`src/scw_pkg.sv`:
```
// Operation
// - select 010 word: filter bits 8..15
// - select 011 word: filter bits 16..18
// - pump current in bits 6..9, default ones
// - select 100 word: cal value, override, enable
// - boots alone with mandated reserved-bit defaults
// - fixed 3-bit revision id in status [2:0]
// - select 001 word: filter bits 0..7
package scw_pkg;
	localparam int WORD_W = 11;
	localparam logic [2:0] SEL_LF_LOW = 3'h1;
	localparam logic [2:0] SEL_LF_MID = 3'h2;
	localparam logic [2:0] SEL_LF_PUMP = 3'h3;
	localparam logic [2:0] SEL_VCO_CAL = 3'h4;
	localparam logic [2:0] SEL_TEST = 3'h5;
	localparam int SEL_LSB = 0;
	localparam int SEL_MSB = 2;
	localparam int PAY_LSB = 3;
	localparam int PAY_MSB = 10;
	localparam int PUMP_LSB = 6;
	localparam int PUMP_MSB = 9;
	localparam int LF_HI_MSB = 5;
	localparam int CAL_MSB = 8;
	localparam int CAL_OVR_BIT = 9;
	localparam int CAL_EN_BIT = 10;
	localparam int TEST_BIT = 10;
	localparam int TEST_CFG_MSB = 6;
	localparam int LF_LOW_LSB = 0;
	localparam int LF_LOW_MSB = 7;
	localparam int LF_MID_LSB = 8;
	localparam int LF_MID_MSB = 15;
	localparam int LF_TOP_LSB = 16;
	localparam int LF_TOP_MSB = 18;
	localparam logic WAIT_RESET = 1'b1;
	localparam logic [3:0] ADDR_WORD = 4'h0;
	localparam logic [3:0] ADDR_FILTER = 4'h4;
	localparam logic [3:0] ADDR_CAL = 4'h8;
	localparam logic [3:0] ADDR_STATUS = 4'hc;
	localparam logic [18:0] LF_RESET = 19'h0035f;
	localparam logic [3:0] PUMP_RESET = 4'hf;
	localparam logic [5:0] CAL_RESET = 6'h00;
	localparam logic CAL_EN_RESET = 1'b1;
	localparam logic CAL_OVR_RESET = 1'b0;
	localparam logic [3:0] TEST_RESET = 4'h0;
	localparam logic [2:0] SEL_BITS_RESET = 3'h0;
endpackage

```
`src/scw_bank.sv`:
```
// The register offsets and register access over Avalon-MM were chosen for this implementation.
`timescale 1ns/1ps
module scw_bank #(
	parameter logic [2:0] REVISION_ID = 3'h5 // arbitrary value
) (
	input wire logic clk_i,
	input wire logic rst_i,
	input wire logic [3:0] avs_address_i,
	input wire logic avs_read_i,
	input wire logic avs_write_i,
	input wire logic [31:0] avs_writedata_i,
	output logic [31:0] avs_readdata_o,
	output logic avs_waitrequest_o,
	output logic [18:0] loop_filter_setting_o,
	output logic [3:0] pump_current_select_o,
	output logic [5:0] vco_cal_value_o,
	output logic vco_cal_override_o,
	output logic vco_cal_enable_o,
	output logic [3:0] factory_test_config_o
);
	logic [18:0] lf_reg, lf_next;
	logic [3:0] pump_reg, pump_next;
	logic [5:0] cal_reg, cal_next;
	logic ovr_reg, ovr_next, en_reg, en_next;
	logic [3:0] test_reg, test_next;
	logic tbit_reg, tbit_next;
	logic err_reg, err_next;
	logic [2:0] last_sel_reg, last_sel_next;
	logic ack_reg, ack_next;
	logic [31:0] rd_reg, rd_next;
	logic [10:0] w;
	logic [2:0] sel;
	logic [7:0] pay;
	logic take;
	logic word_wr;
	logic wait_reg, wait_next;

	assign w = avs_writedata_i[scw_pkg::WORD_W-1:0];
	assign sel = w[scw_pkg::SEL_MSB:scw_pkg::SEL_LSB];
	assign pay = w[scw_pkg::PAY_MSB:scw_pkg::PAY_LSB];
	// taken only while no answer is pending, so each access counts once
	assign take = (avs_read_i || avs_write_i) && !ack_reg;
	assign word_wr = take && avs_write_i && avs_address_i == scw_pkg::ADDR_WORD;

	// one wait state per access keeps read data registered
	always_comb begin
		lf_next = lf_reg;
		pump_next = pump_reg;
		cal_next = cal_reg;
		ovr_next = ovr_reg;
		en_next = en_reg;
		test_next = test_reg;
		tbit_next = tbit_reg;
		err_next = err_reg;
		last_sel_next = last_sel_reg;
		rd_next = rd_reg;
		ack_next = 1'b0;
		if (take) begin
			ack_next = 1'b1;
			rd_next = 32'h0;
			if (avs_write_i && avs_address_i == scw_pkg::ADDR_WORD) begin
				last_sel_next = sel;
				case (sel)
					scw_pkg::SEL_LF_LOW: begin
						lf_next[scw_pkg::LF_LOW_MSB:scw_pkg::LF_LOW_LSB] = pay;
					end
					scw_pkg::SEL_LF_MID: begin
						lf_next[scw_pkg::LF_MID_MSB:scw_pkg::LF_MID_LSB] = pay;
					end
					scw_pkg::SEL_LF_PUMP: begin
						lf_next[scw_pkg::LF_TOP_MSB:scw_pkg::LF_TOP_LSB] =
							w[scw_pkg::LF_HI_MSB:scw_pkg::PAY_LSB];
						pump_next = w[scw_pkg::PUMP_MSB:scw_pkg::PUMP_LSB];
						tbit_next = w[scw_pkg::TEST_BIT];
						err_next = err_reg | w[scw_pkg::TEST_BIT];
					end
					scw_pkg::SEL_VCO_CAL: begin
						cal_next = w[scw_pkg::CAL_MSB:scw_pkg::PAY_LSB];
						ovr_next = w[scw_pkg::CAL_OVR_BIT];
						en_next = w[scw_pkg::CAL_EN_BIT];
					end
					scw_pkg::SEL_TEST: begin
						test_next = w[scw_pkg::TEST_CFG_MSB:scw_pkg::PAY_LSB];
					end
					default: begin
						last_sel_next = sel; // other words belong elsewhere
					end
				endcase
			end else if (avs_read_i) begin
				case (avs_address_i)
					scw_pkg::ADDR_FILTER: rd_next = {9'h0, pump_reg, lf_reg};
					scw_pkg::ADDR_CAL: rd_next = {20'h0, test_reg, en_reg, ovr_reg, cal_reg};
					scw_pkg::ADDR_STATUS: rd_next = {24'h0, err_reg, tbit_reg, last_sel_reg,
						REVISION_ID};
					default: rd_next = 32'h0;
				endcase
			end
		end
		// registered so waitrequest leaves the block straight from a flop
		wait_next = ~ack_next;
	end

	// reset values alone give a working pll with no host present
	always_ff @(posedge clk_i) begin
		if (rst_i) begin
			lf_reg <= scw_pkg::LF_RESET;
			pump_reg <= scw_pkg::PUMP_RESET;
			cal_reg <= scw_pkg::CAL_RESET;
			ovr_reg <= scw_pkg::CAL_OVR_RESET;
			en_reg <= scw_pkg::CAL_EN_RESET;
			test_reg <= scw_pkg::TEST_RESET;
			tbit_reg <= 1'b0;
			err_reg <= 1'b0;
			last_sel_reg <= scw_pkg::SEL_BITS_RESET;
			ack_reg <= 1'b0;
			wait_reg <= scw_pkg::WAIT_RESET;
			rd_reg <= 32'h0;
		end else begin
			lf_reg <= lf_next;
			pump_reg <= pump_next;
			cal_reg <= cal_next;
			ovr_reg <= ovr_next;
			en_reg <= en_next;
			test_reg <= test_next;
			tbit_reg <= tbit_next;
			err_reg <= err_next;
			last_sel_reg <= last_sel_next;
			ack_reg <= ack_next;
			wait_reg <= wait_next;
			rd_reg <= rd_next;
		end
	end

	assign avs_readdata_o = rd_reg;
	assign avs_waitrequest_o = wait_reg;
	assign loop_filter_setting_o = lf_reg;
	assign pump_current_select_o = pump_reg;
	assign vco_cal_value_o = cal_reg;
	assign vco_cal_override_o = ovr_reg;
	assign vco_cal_enable_o = en_reg;
	assign factory_test_config_o = test_reg;

	AST_MID: assert property (@(posedge clk_i) disable iff (rst_i)
		avs_write_i && !ack_reg && avs_address_i == scw_pkg::ADDR_WORD && sel == scw_pkg::SEL_LF_MID
		|=> lf_reg[15:8] == $past(w[10:3]) && lf_reg[7:0] == $past(lf_reg[7:0]))
		else $error("mid filter bits wrong");
	AST_HI: assert property (@(posedge clk_i) disable iff (rst_i)
		avs_write_i && !ack_reg && avs_address_i == scw_pkg::ADDR_WORD && sel == scw_pkg::SEL_LF_PUMP
		|=> lf_reg[18:16] == $past(w[5:3]))
		else $error("high filter bits wrong");
	AST_PUMP: assert property (@(posedge clk_i) disable iff (rst_i)
		avs_write_i && !ack_reg && avs_address_i == scw_pkg::ADDR_WORD && sel == scw_pkg::SEL_LF_PUMP
		|=> pump_current_select_o == $past(w[9:6]))
		else $error("pump select wrong");
	AST_CAL: assert property (@(posedge clk_i) disable iff (rst_i)
		avs_write_i && !ack_reg && avs_address_i == scw_pkg::ADDR_WORD && sel == scw_pkg::SEL_VCO_CAL
		|=> {vco_cal_enable_o, vco_cal_override_o, vco_cal_value_o} == $past(w[10:3]))
		else $error("cal word wrong");
	AST_ERR: assert property (@(posedge clk_i) disable iff (rst_i)
		$rose(err_reg) |-> $past(w[10]) && $past(sel) == scw_pkg::SEL_LF_PUMP)
		else $error("test bit flag without cause");
	AST_BOOT: assert property (@(posedge clk_i)
		$past(rst_i) |-> lf_reg == scw_pkg::LF_RESET && pump_reg == scw_pkg::PUMP_RESET
			&& en_reg && !ovr_reg)
		else $error("startup defaults wrong");
	AST_REV: assert property (@(posedge clk_i) disable iff (rst_i)
		avs_read_i && !ack_reg && avs_address_i == scw_pkg::ADDR_STATUS
		|=> !avs_waitrequest_o && avs_readdata_o[2:0] == REVISION_ID)
		else $error("revision id wrong");
	AST_LOW: assert property (@(posedge clk_i) disable iff (rst_i)
		avs_write_i && !ack_reg && avs_address_i == scw_pkg::ADDR_WORD && sel == scw_pkg::SEL_LF_LOW
		|=> lf_reg[7:0] == $past(w[10:3]) && lf_reg[18:8] == $past(lf_reg[18:8]))
		else $error("low filter bits wrong");
	AST_TEST: assert property (@(posedge clk_i) disable iff (rst_i)
		avs_write_i && !ack_reg && avs_address_i == scw_pkg::ADDR_WORD && sel == scw_pkg::SEL_TEST
		|=> factory_test_config_o == $past(w[6:3]))
		else $error("test config wrong");

	// bus answer: one wait state, then a single low cycle
	AST_ANSWER: assert property (@(posedge clk_i) disable iff (rst_i)
		take |=> !avs_waitrequest_o)
		else $error("request not answered after one wait state");
	AST_WAIT_ONE: assert property (@(posedge clk_i) disable iff (rst_i)
		!avs_waitrequest_o |=> avs_waitrequest_o)
		else $error("waitrequest low for more than one cycle");
	AST_RD_WORD: assert property (@(posedge clk_i) disable iff (rst_i)
		take && avs_read_i && avs_address_i == scw_pkg::ADDR_WORD |=> avs_readdata_o == 32'h0)
		else $error("word port read not zero");
	AST_RD_FILTER: assert property (@(posedge clk_i) disable iff (rst_i)
		take && avs_read_i && avs_address_i == scw_pkg::ADDR_FILTER
		|=> avs_readdata_o == {9'h0, pump_current_select_o, loop_filter_setting_o})
		else $error("filter read back wrong");
	AST_RD_CAL: assert property (@(posedge clk_i) disable iff (rst_i)
		take && avs_read_i && avs_address_i == scw_pkg::ADDR_CAL
		|=> avs_readdata_o == {20'h0, factory_test_config_o, vco_cal_enable_o,
			vco_cal_override_o, vco_cal_value_o})
		else $error("cal read back wrong");
	AST_REFUSED: assert property (@(posedge clk_i) disable iff (rst_i)
		take && avs_write_i && avs_address_i != scw_pkg::ADDR_WORD
		|=> $stable(lf_reg) && $stable(pump_reg) && $stable(cal_reg) && $stable(test_reg))
		else $error("write to read-only address changed a field");
	// unknown select codes touch no field, only the last-select record
	AST_SEL: assert property (@(posedge clk_i) disable iff (rst_i)
		word_wr |=> last_sel_reg == $past(sel))
		else $error("last select not recorded");
	AST_TBIT: assert property (@(posedge clk_i) disable iff (rst_i)
		word_wr && sel == scw_pkg::SEL_LF_PUMP |=> tbit_reg == $past(w[scw_pkg::TEST_BIT]))
		else $error("reserved bit copy wrong");
	// sticky so a single bad pump word stays visible until reset
	AST_ERR_HOLD: assert property (@(posedge clk_i) disable iff (rst_i)
		err_reg |=> err_reg)
		else $error("reserved bit flag cleared without reset");
	AST_HOLD_PUMP: assert property (@(posedge clk_i) disable iff (rst_i)
		!(word_wr && sel == scw_pkg::SEL_LF_PUMP) |=> $stable(pump_reg))
		else $error("pump select changed without its word");
	AST_HOLD_CAL: assert property (@(posedge clk_i) disable iff (rst_i)
		!(word_wr && sel == scw_pkg::SEL_VCO_CAL) |=> $stable({en_reg, ovr_reg, cal_reg}))
		else $error("cal fields changed without their word");
	AST_HOLD_TEST: assert property (@(posedge clk_i) disable iff (rst_i)
		!(word_wr && sel == scw_pkg::SEL_TEST) |=> $stable(test_reg))
		else $error("test config changed without its word");
	COV_WR: cover property (@(posedge clk_i) avs_write_i && !avs_waitrequest_o);
	COV_RD: cover property (@(posedge clk_i) avs_read_i && !avs_waitrequest_o);
	COV_ERR: cover property (@(posedge clk_i) $rose(err_reg));
	COV_PUMP: cover property (@(posedge clk_i) word_wr && sel == scw_pkg::SEL_LF_PUMP);
	COV_REFUSED: cover property (@(posedge clk_i)
		take && avs_write_i && avs_address_i != scw_pkg::ADDR_WORD);
endmodule

```
`config.mk`:
```
export PLATFORM = sky130hd
export DESIGN_NAME = scw_bank
export DESIGN_NICKNAME = d
export VERILOG_FILES = /design/src/scw_pkg.sv /design/src/scw_bank.sv
export SDC_FILE = /design/constraint.sdc
export NUM_CORES = 1
export LEC_CHECK = 0
export BUFFER_PORTS_ARGS = -buffer_cell sky130_fd_sc_hd__buf_2
export CAP_MARGIN = 20
export CORE_ASPECT_RATIO = 0.6
export CORE_MARGIN = 2
export CORE_UTILIZATION = 44
export CTS_CLUSTER_SIZE = 10
export DETAILED_ROUTE_END_ITERATION = 8
export PLACE_DENSITY = 0.76
export SLEW_MARGIN = 15
export SYNTH_ARGS = -nofsm -noshare
export SYNTH_HDL_FRONTEND = slang
export SYNTH_SLANG_ARGS = --single-unit
```
`constraint.sdc`:
```
create_clock -name clk_i -period 1.3 [get_ports clk_i]
set_input_delay 0.13 -clock clk_i [delete_from_list [all_inputs] [get_ports clk_i]]
set_output_delay 0.13 -clock clk_i [all_outputs]
set_load 0.02 [all_outputs]
```
**After elaboration in Yosys (flattened, before gate mapping)**

Index checks and enable logic that the tools add are counted.

- Flip-flop bits (word level): 74
- Input bits: 40

- Equal/unequal tests: 8
- Muxes and demuxes: 4
- Bitwise operators: 2
- Reduce and logical (&&, ||, !) cells: 11

Operator list:

| cell | count |
|---|---|
| $pmux W23 S3 | 1 |
| $mux W23 | 2 |
| $reduce_and A3 Y1 | 5 |
| $eq A4 B4 Y1 const B | 2 |
| $eq A3 B2 Y1 const B | 2 |
| $eq A3 B3 Y1 const B | 2 |
| $eq A4 B3 Y1 const B | 1 |
| $logic_not A4 Y1 | 1 |
| $eq A3 B1 Y1 const B | 1 |
| $logic_and A1 B1 Y1 | 2 |
| $reduce_and A2 Y1 | 1 |
| $logic_not A1 Y1 | 1 |
| $logic_or A1 B1 Y1 | 1 |
| $mux W1 | 1 |
| $not A1 Y1 | 1 |
| $or A1 B1 Y1 | 1 |

**Logic depth before layout (Yosys ltp)**

- Word-level depth: 4
- Depth in mapped cells: 5

**Worst setup path after synthesis**

No wires, ideal clock.

- Path type: register to register
- From: register ack_reg
- To: register rd_reg[12] (netlist: avs_readdata_o[12])
- Setup time: 0.117 ns
- Arrival time: 1.057 ns
- Data required time: 1.183 ns
- Setup slack: 0.126 ns
- Cell stages (with the launch flop): 5
- Cells stage by stage: dfxtp_1 > nor2_1 > and4_1 > buf_4 > a22o_1

- Cells in the longest elaborated chain, start to end: 2

Ends and longest elaborated chain:

| element | RTL line | source |
|---|---|---|
| start, declared | scw_bank.sv:29 | `logic ack_reg, ack_next;` |
| start signal, assigned | scw_bank.sv:128 | `ack_reg <= ack_next;` |
| $logic_not A1 Y1 | scw_bank.sv:42 | `assign take = (avs_read_i \|\| avs_write_i) && !ack_reg;` |
| $logic_and A1 B1 Y1 | scw_bank.sv:42 |  |
| end signal, assigned | scw_bank.sv:130 | `rd_reg <= rd_next;` |
| end, declared | scw_bank.sv:30 | `logic [31:0] rd_reg, rd_next;` |

No other way between the ends.
A chain may end at the register's enable or synchronous reset.

**Worst setup path in the final report**

- From: register ack_reg
- To: register lf_reg[4] (netlist: loop_filter_setting_o[4])

- Cells in the longest elaborated chain, start to end: 3

Ends and longest elaborated chain:

| element | RTL line | source |
|---|---|---|
| $logic_not A1 Y1 | scw_bank.sv:42 |  |
| $logic_and A1 B1 Y1 | scw_bank.sv:42 |  |
| $reduce_and A3 Y1 (no line) | n/a |  |
| end signal, assigned | scw_bank.sv:106 | `lf_reg <= scw_pkg::LF_RESET;` |
| end signal, assigned | scw_bank.sv:119 | `lf_reg <= lf_next;` |
| end, declared | scw_bank.sv:21 | `logic [18:0] lf_reg, lf_next;` |

No other way between the ends.

==> metrics.md <==
| Metric | Value |
|---|---|
| WP data required | `1.52 ns` |
| Unique masters post-synth | `38` |
| Pwr Total | `3.93 mW` |
| Final HPWL DP | `4820 um` |
| CP Depth | `4` |
| WL per Instance | `15.5 um` |
| Number of synthesized flops with an enable pin | `0` |
| Vias per cell | `5.02` |
| P&R area growth vs syn | `25.8%` |
| Reg2reg start | `ack_reg$_SDFF_PP0_` |
| DRC | `0` |
| Fraction of layout cells with a size suffix above 1 | `36.3%` |
| I/O pins | `108` |
| Die Ht | `65.7 um` |
| Worst Reg2Reg Path Length in Cells | `4` |
| Root buffer cell | `clkbuf_8` |
| Most frequent cells in the layout | `buf_2 (77), dfxtp_1 (64), mux2i_1 (36), nand2b_1 (31), nor2_1 (25)` |
| Largest net degree at the start of global routing | `57` |
| Period minus WS final | `1.22 ns` |
| Register area share after synthesis | `46.6%` |
| Syn Std Cell Area | `2790 sq um` |
| Starting Density | `45.7%` |
| DIE AREA | `7020 sq um` |
| Setup CP Type | `flop to flop` |
| Crit path cell chain | `nor3_4, buf_12, nand3_4, mux2i_1` |
| Vias | `2178` |
| Placed Instances | `418` |
| Post-synthesis average cell area | `10.8 sq um` |
| Critical Path Slowest Stage Cell | `dfxtp_2` |
| CTS clk-pin slew, worst paths | `0.07 ns` |
| Final setup fails | `0` |
| Post-synth ARST share | `0%` |
| Startpoint Class | `flop` |
| Max-cap violations | `0` |
| Port Buf Inserts | `77` |
| DP Area | `3310 sq um` |
| Core area | `6110 sq um` |
| Clk Latency, worst-skew pair | `0.33 ns` |
| Crit Path Max Fanout | `8` |
| YS warnings | `0` |
| Pre-antenna DRT Iters | `4` |
| Max Freq | `820 MHz` |
| Htree depth | `3` |
| Bufs and invs on worst path | `1` |
| Number of flip-flops in the largest register | `23` |
| RD Place Congestion | `0.836` |
| Site Rows | `22` |
| Commonest non-fill, non-tap cell in the layout | `buf_2` |
| Post-DRT Antenna Nets | `0` |
| Cts bufs inserted | `9` |
| Vias in the first global route | `2086` |
| Sink Count | `65` |
| CTS tree | `built` |
| Total Routing Usage GR | `19.9%` |
| Final Hold Fails | `0` |
| Hold slack | `0.0627 ns` |
| PD cells | `1120 nW/um^2` |
| Synth Instances | `258` |
| Top_reg_cell synth | `dfxtp_1` |
| Remaining Overflow, GRT | `0` |
| CP endpoint | `loop_filter_setting_o[4]$_SDFFE_PP1P_` |
| Hold depth | `3` |
| Post-synth top area cell | `dfxtp_1` |
| Reg-to-reg slack, setup | `0.08 ns` |
| Worst hold path type | `input port to flop` |
| Slew Limit Fails | `0` |
| Worst R2R End | `loop_filter_setting_o[4]$_SDFFE_PP1P_` |
| CP top delay family | `simple AND/OR/NAND/NOR gates` |
| LEAKAGE | `1.69 nW` |
| Crit path DAT | `1.44 ns` |
| Crit. Startpoint | `ack_reg$_SDFF_PP0_` |
| Drt total wl | `6730 um` |
| Starting DRC count in detailed routing | `95` |
| CTS Buffer Depth | `2` |
| Crit end category | `flop` |
| Non-Filler Instances | `434` |
| Top cells by area, synth | `dfxtp_1 (47%), mux2i_1 (13%), nand2b_1 (6.9%), o2bb2ai_1 (3.8%), a22o_1 (3.4%)` |
| Max IR drop VDD | `0.000592 V` |
| Share of the synthesized area in the top cell type | `46.6%` |
| Initial antenna violation count | `0` |
| Status | `finished, final reports clean` |
| Fin crit share | `93.8%` |
| N_diodes | `0` |
| Nets | `386` |
| Clk_skew | `0.00714 ns` |
| Post-synthesis register bit count | `65` |
| Crit path largest cell delay | `0.37 ns` |
| RSZ-0062 raised after global routing | `no` |
| Die span in x | `107 um` |
| First-pass GRT wire length | `10500 um` |
| Post-route cell area | `3520 sq um` |
power by group:
group          internal [mW]  leakage (nW)  switching (mW)
combinational          0.138          1.07           0.201
clock                  0.836        0.0915           0.740
sequential              2.00         0.525          0.0108
total                   2.98          1.69           0.951
cells in the mapped netlist, types with 3 or more instances:
cell       number
a21oi_1         4
a22o_1         11
a22oi_1        10
buf_4          12
buf_6           3
clkbuf_1        6
dfxtp_1        65
mux2_2          5
mux2i_1        36
nand2b_1       31
nor2_1         25
o21ai_0         3
o21ai_1         3
o2bb2ai_1      12
worst min-delay path by stage:
| stage | to | from |
|---|---|---|
| detailed placement | pump_current_select_o[2]$_SDFFE_PP1P_ | avs_writedata_i[8] |
| floorplan | avs_waitrequest_o$_SDFF_PP1_ | avs_write_i |
| finish | pump_current_select_o[2]$_SDFFE_PP1P_ | avs_writedata_i[8] |
| global route | pump_current_select_o[2]$_SDFFE_PP1P_ | avs_writedata_i[8] |
| CTS | pump_current_select_o[2]$_SDFFE_PP1P_ | avs_writedata_i[8] |
| global placement | pump_current_select_o[2]$_SDFFE_PP1P_ | avs_writedata_i[8] |
tightest hold or removal path: stages:
cell     delay [ns]
buf_2          0.09
nor2_1         0.04
mux2i_1        0.10
cell type report:
| type | instances | area, sq um |
|---|---|---|
| Inverter | 2 | 7.51 |
| Sequential cell | 65 | 1300 |
| Tap cell | 84 | 105 |
| Multi-Input combinational cell | 175 | 1350 |
| Clock buffer | 13 | 169 |
| Timing Repair Buffer | 93 | 568 |
| Clock inverter | 2 | 12.5 |
| Fill cell | 560 | 2590 |
logic make-up after synthesis:
| kind of cell | count (synthesis) | share of synthesized area, % |
|---|---|---|
| flops | 65 | 46.6 |
| other cells | 1 | 0.134 |
| simple gates | 79 | 19.4 |
| buf+inv | 26 | 6.31 |
| compound gates | 46 | 12.7 |
| mux | 41 | 14.9 |
metal layers:
| layer | track usage, % | wire length [um] | vias up | share of wire, % |
|---|---|---|---|---|
| met5 | 0 | 0 | - | 0 |
| met4 | 5.84 | 44 | 0 | 0.65 |
| li1 | - | - | 1069 | - |
| met2 | 28.2 | 2750 | 77 | 41 |
| met3 | 7.24 | 459 | 4 | 6.8 |
| met1 | 28.3 | 3480 | 1028 | 52 |
metrics by stage:
step           TNS, ns  util, %  setup WS (ns)
3_3_place_gp         0     54.1         0.0306
6_report             0     57.5         0.0803
5_1_grt              0     57.5         0.0219
4_1_cts        -0.0160     57.1       -0.00720
3_5_place_dp   -0.0407     54.1        -0.0159
2_1_floorplan        0        -          0.126
repair_timing:
| action | 4_1_cts | 5_1_grt |
|---|---|---|
| setup endpoints to repair | 5 | 28 |
| cloned | 0 | 0 |
| buffers inserted | 0 | 1 |
| hold buffers | 0 | 0 |
| gates resized for setup | 0 | 2 |
| pin swaps | 0 | 1 |
Note: power is estimated with default switching activity, not from simulation.
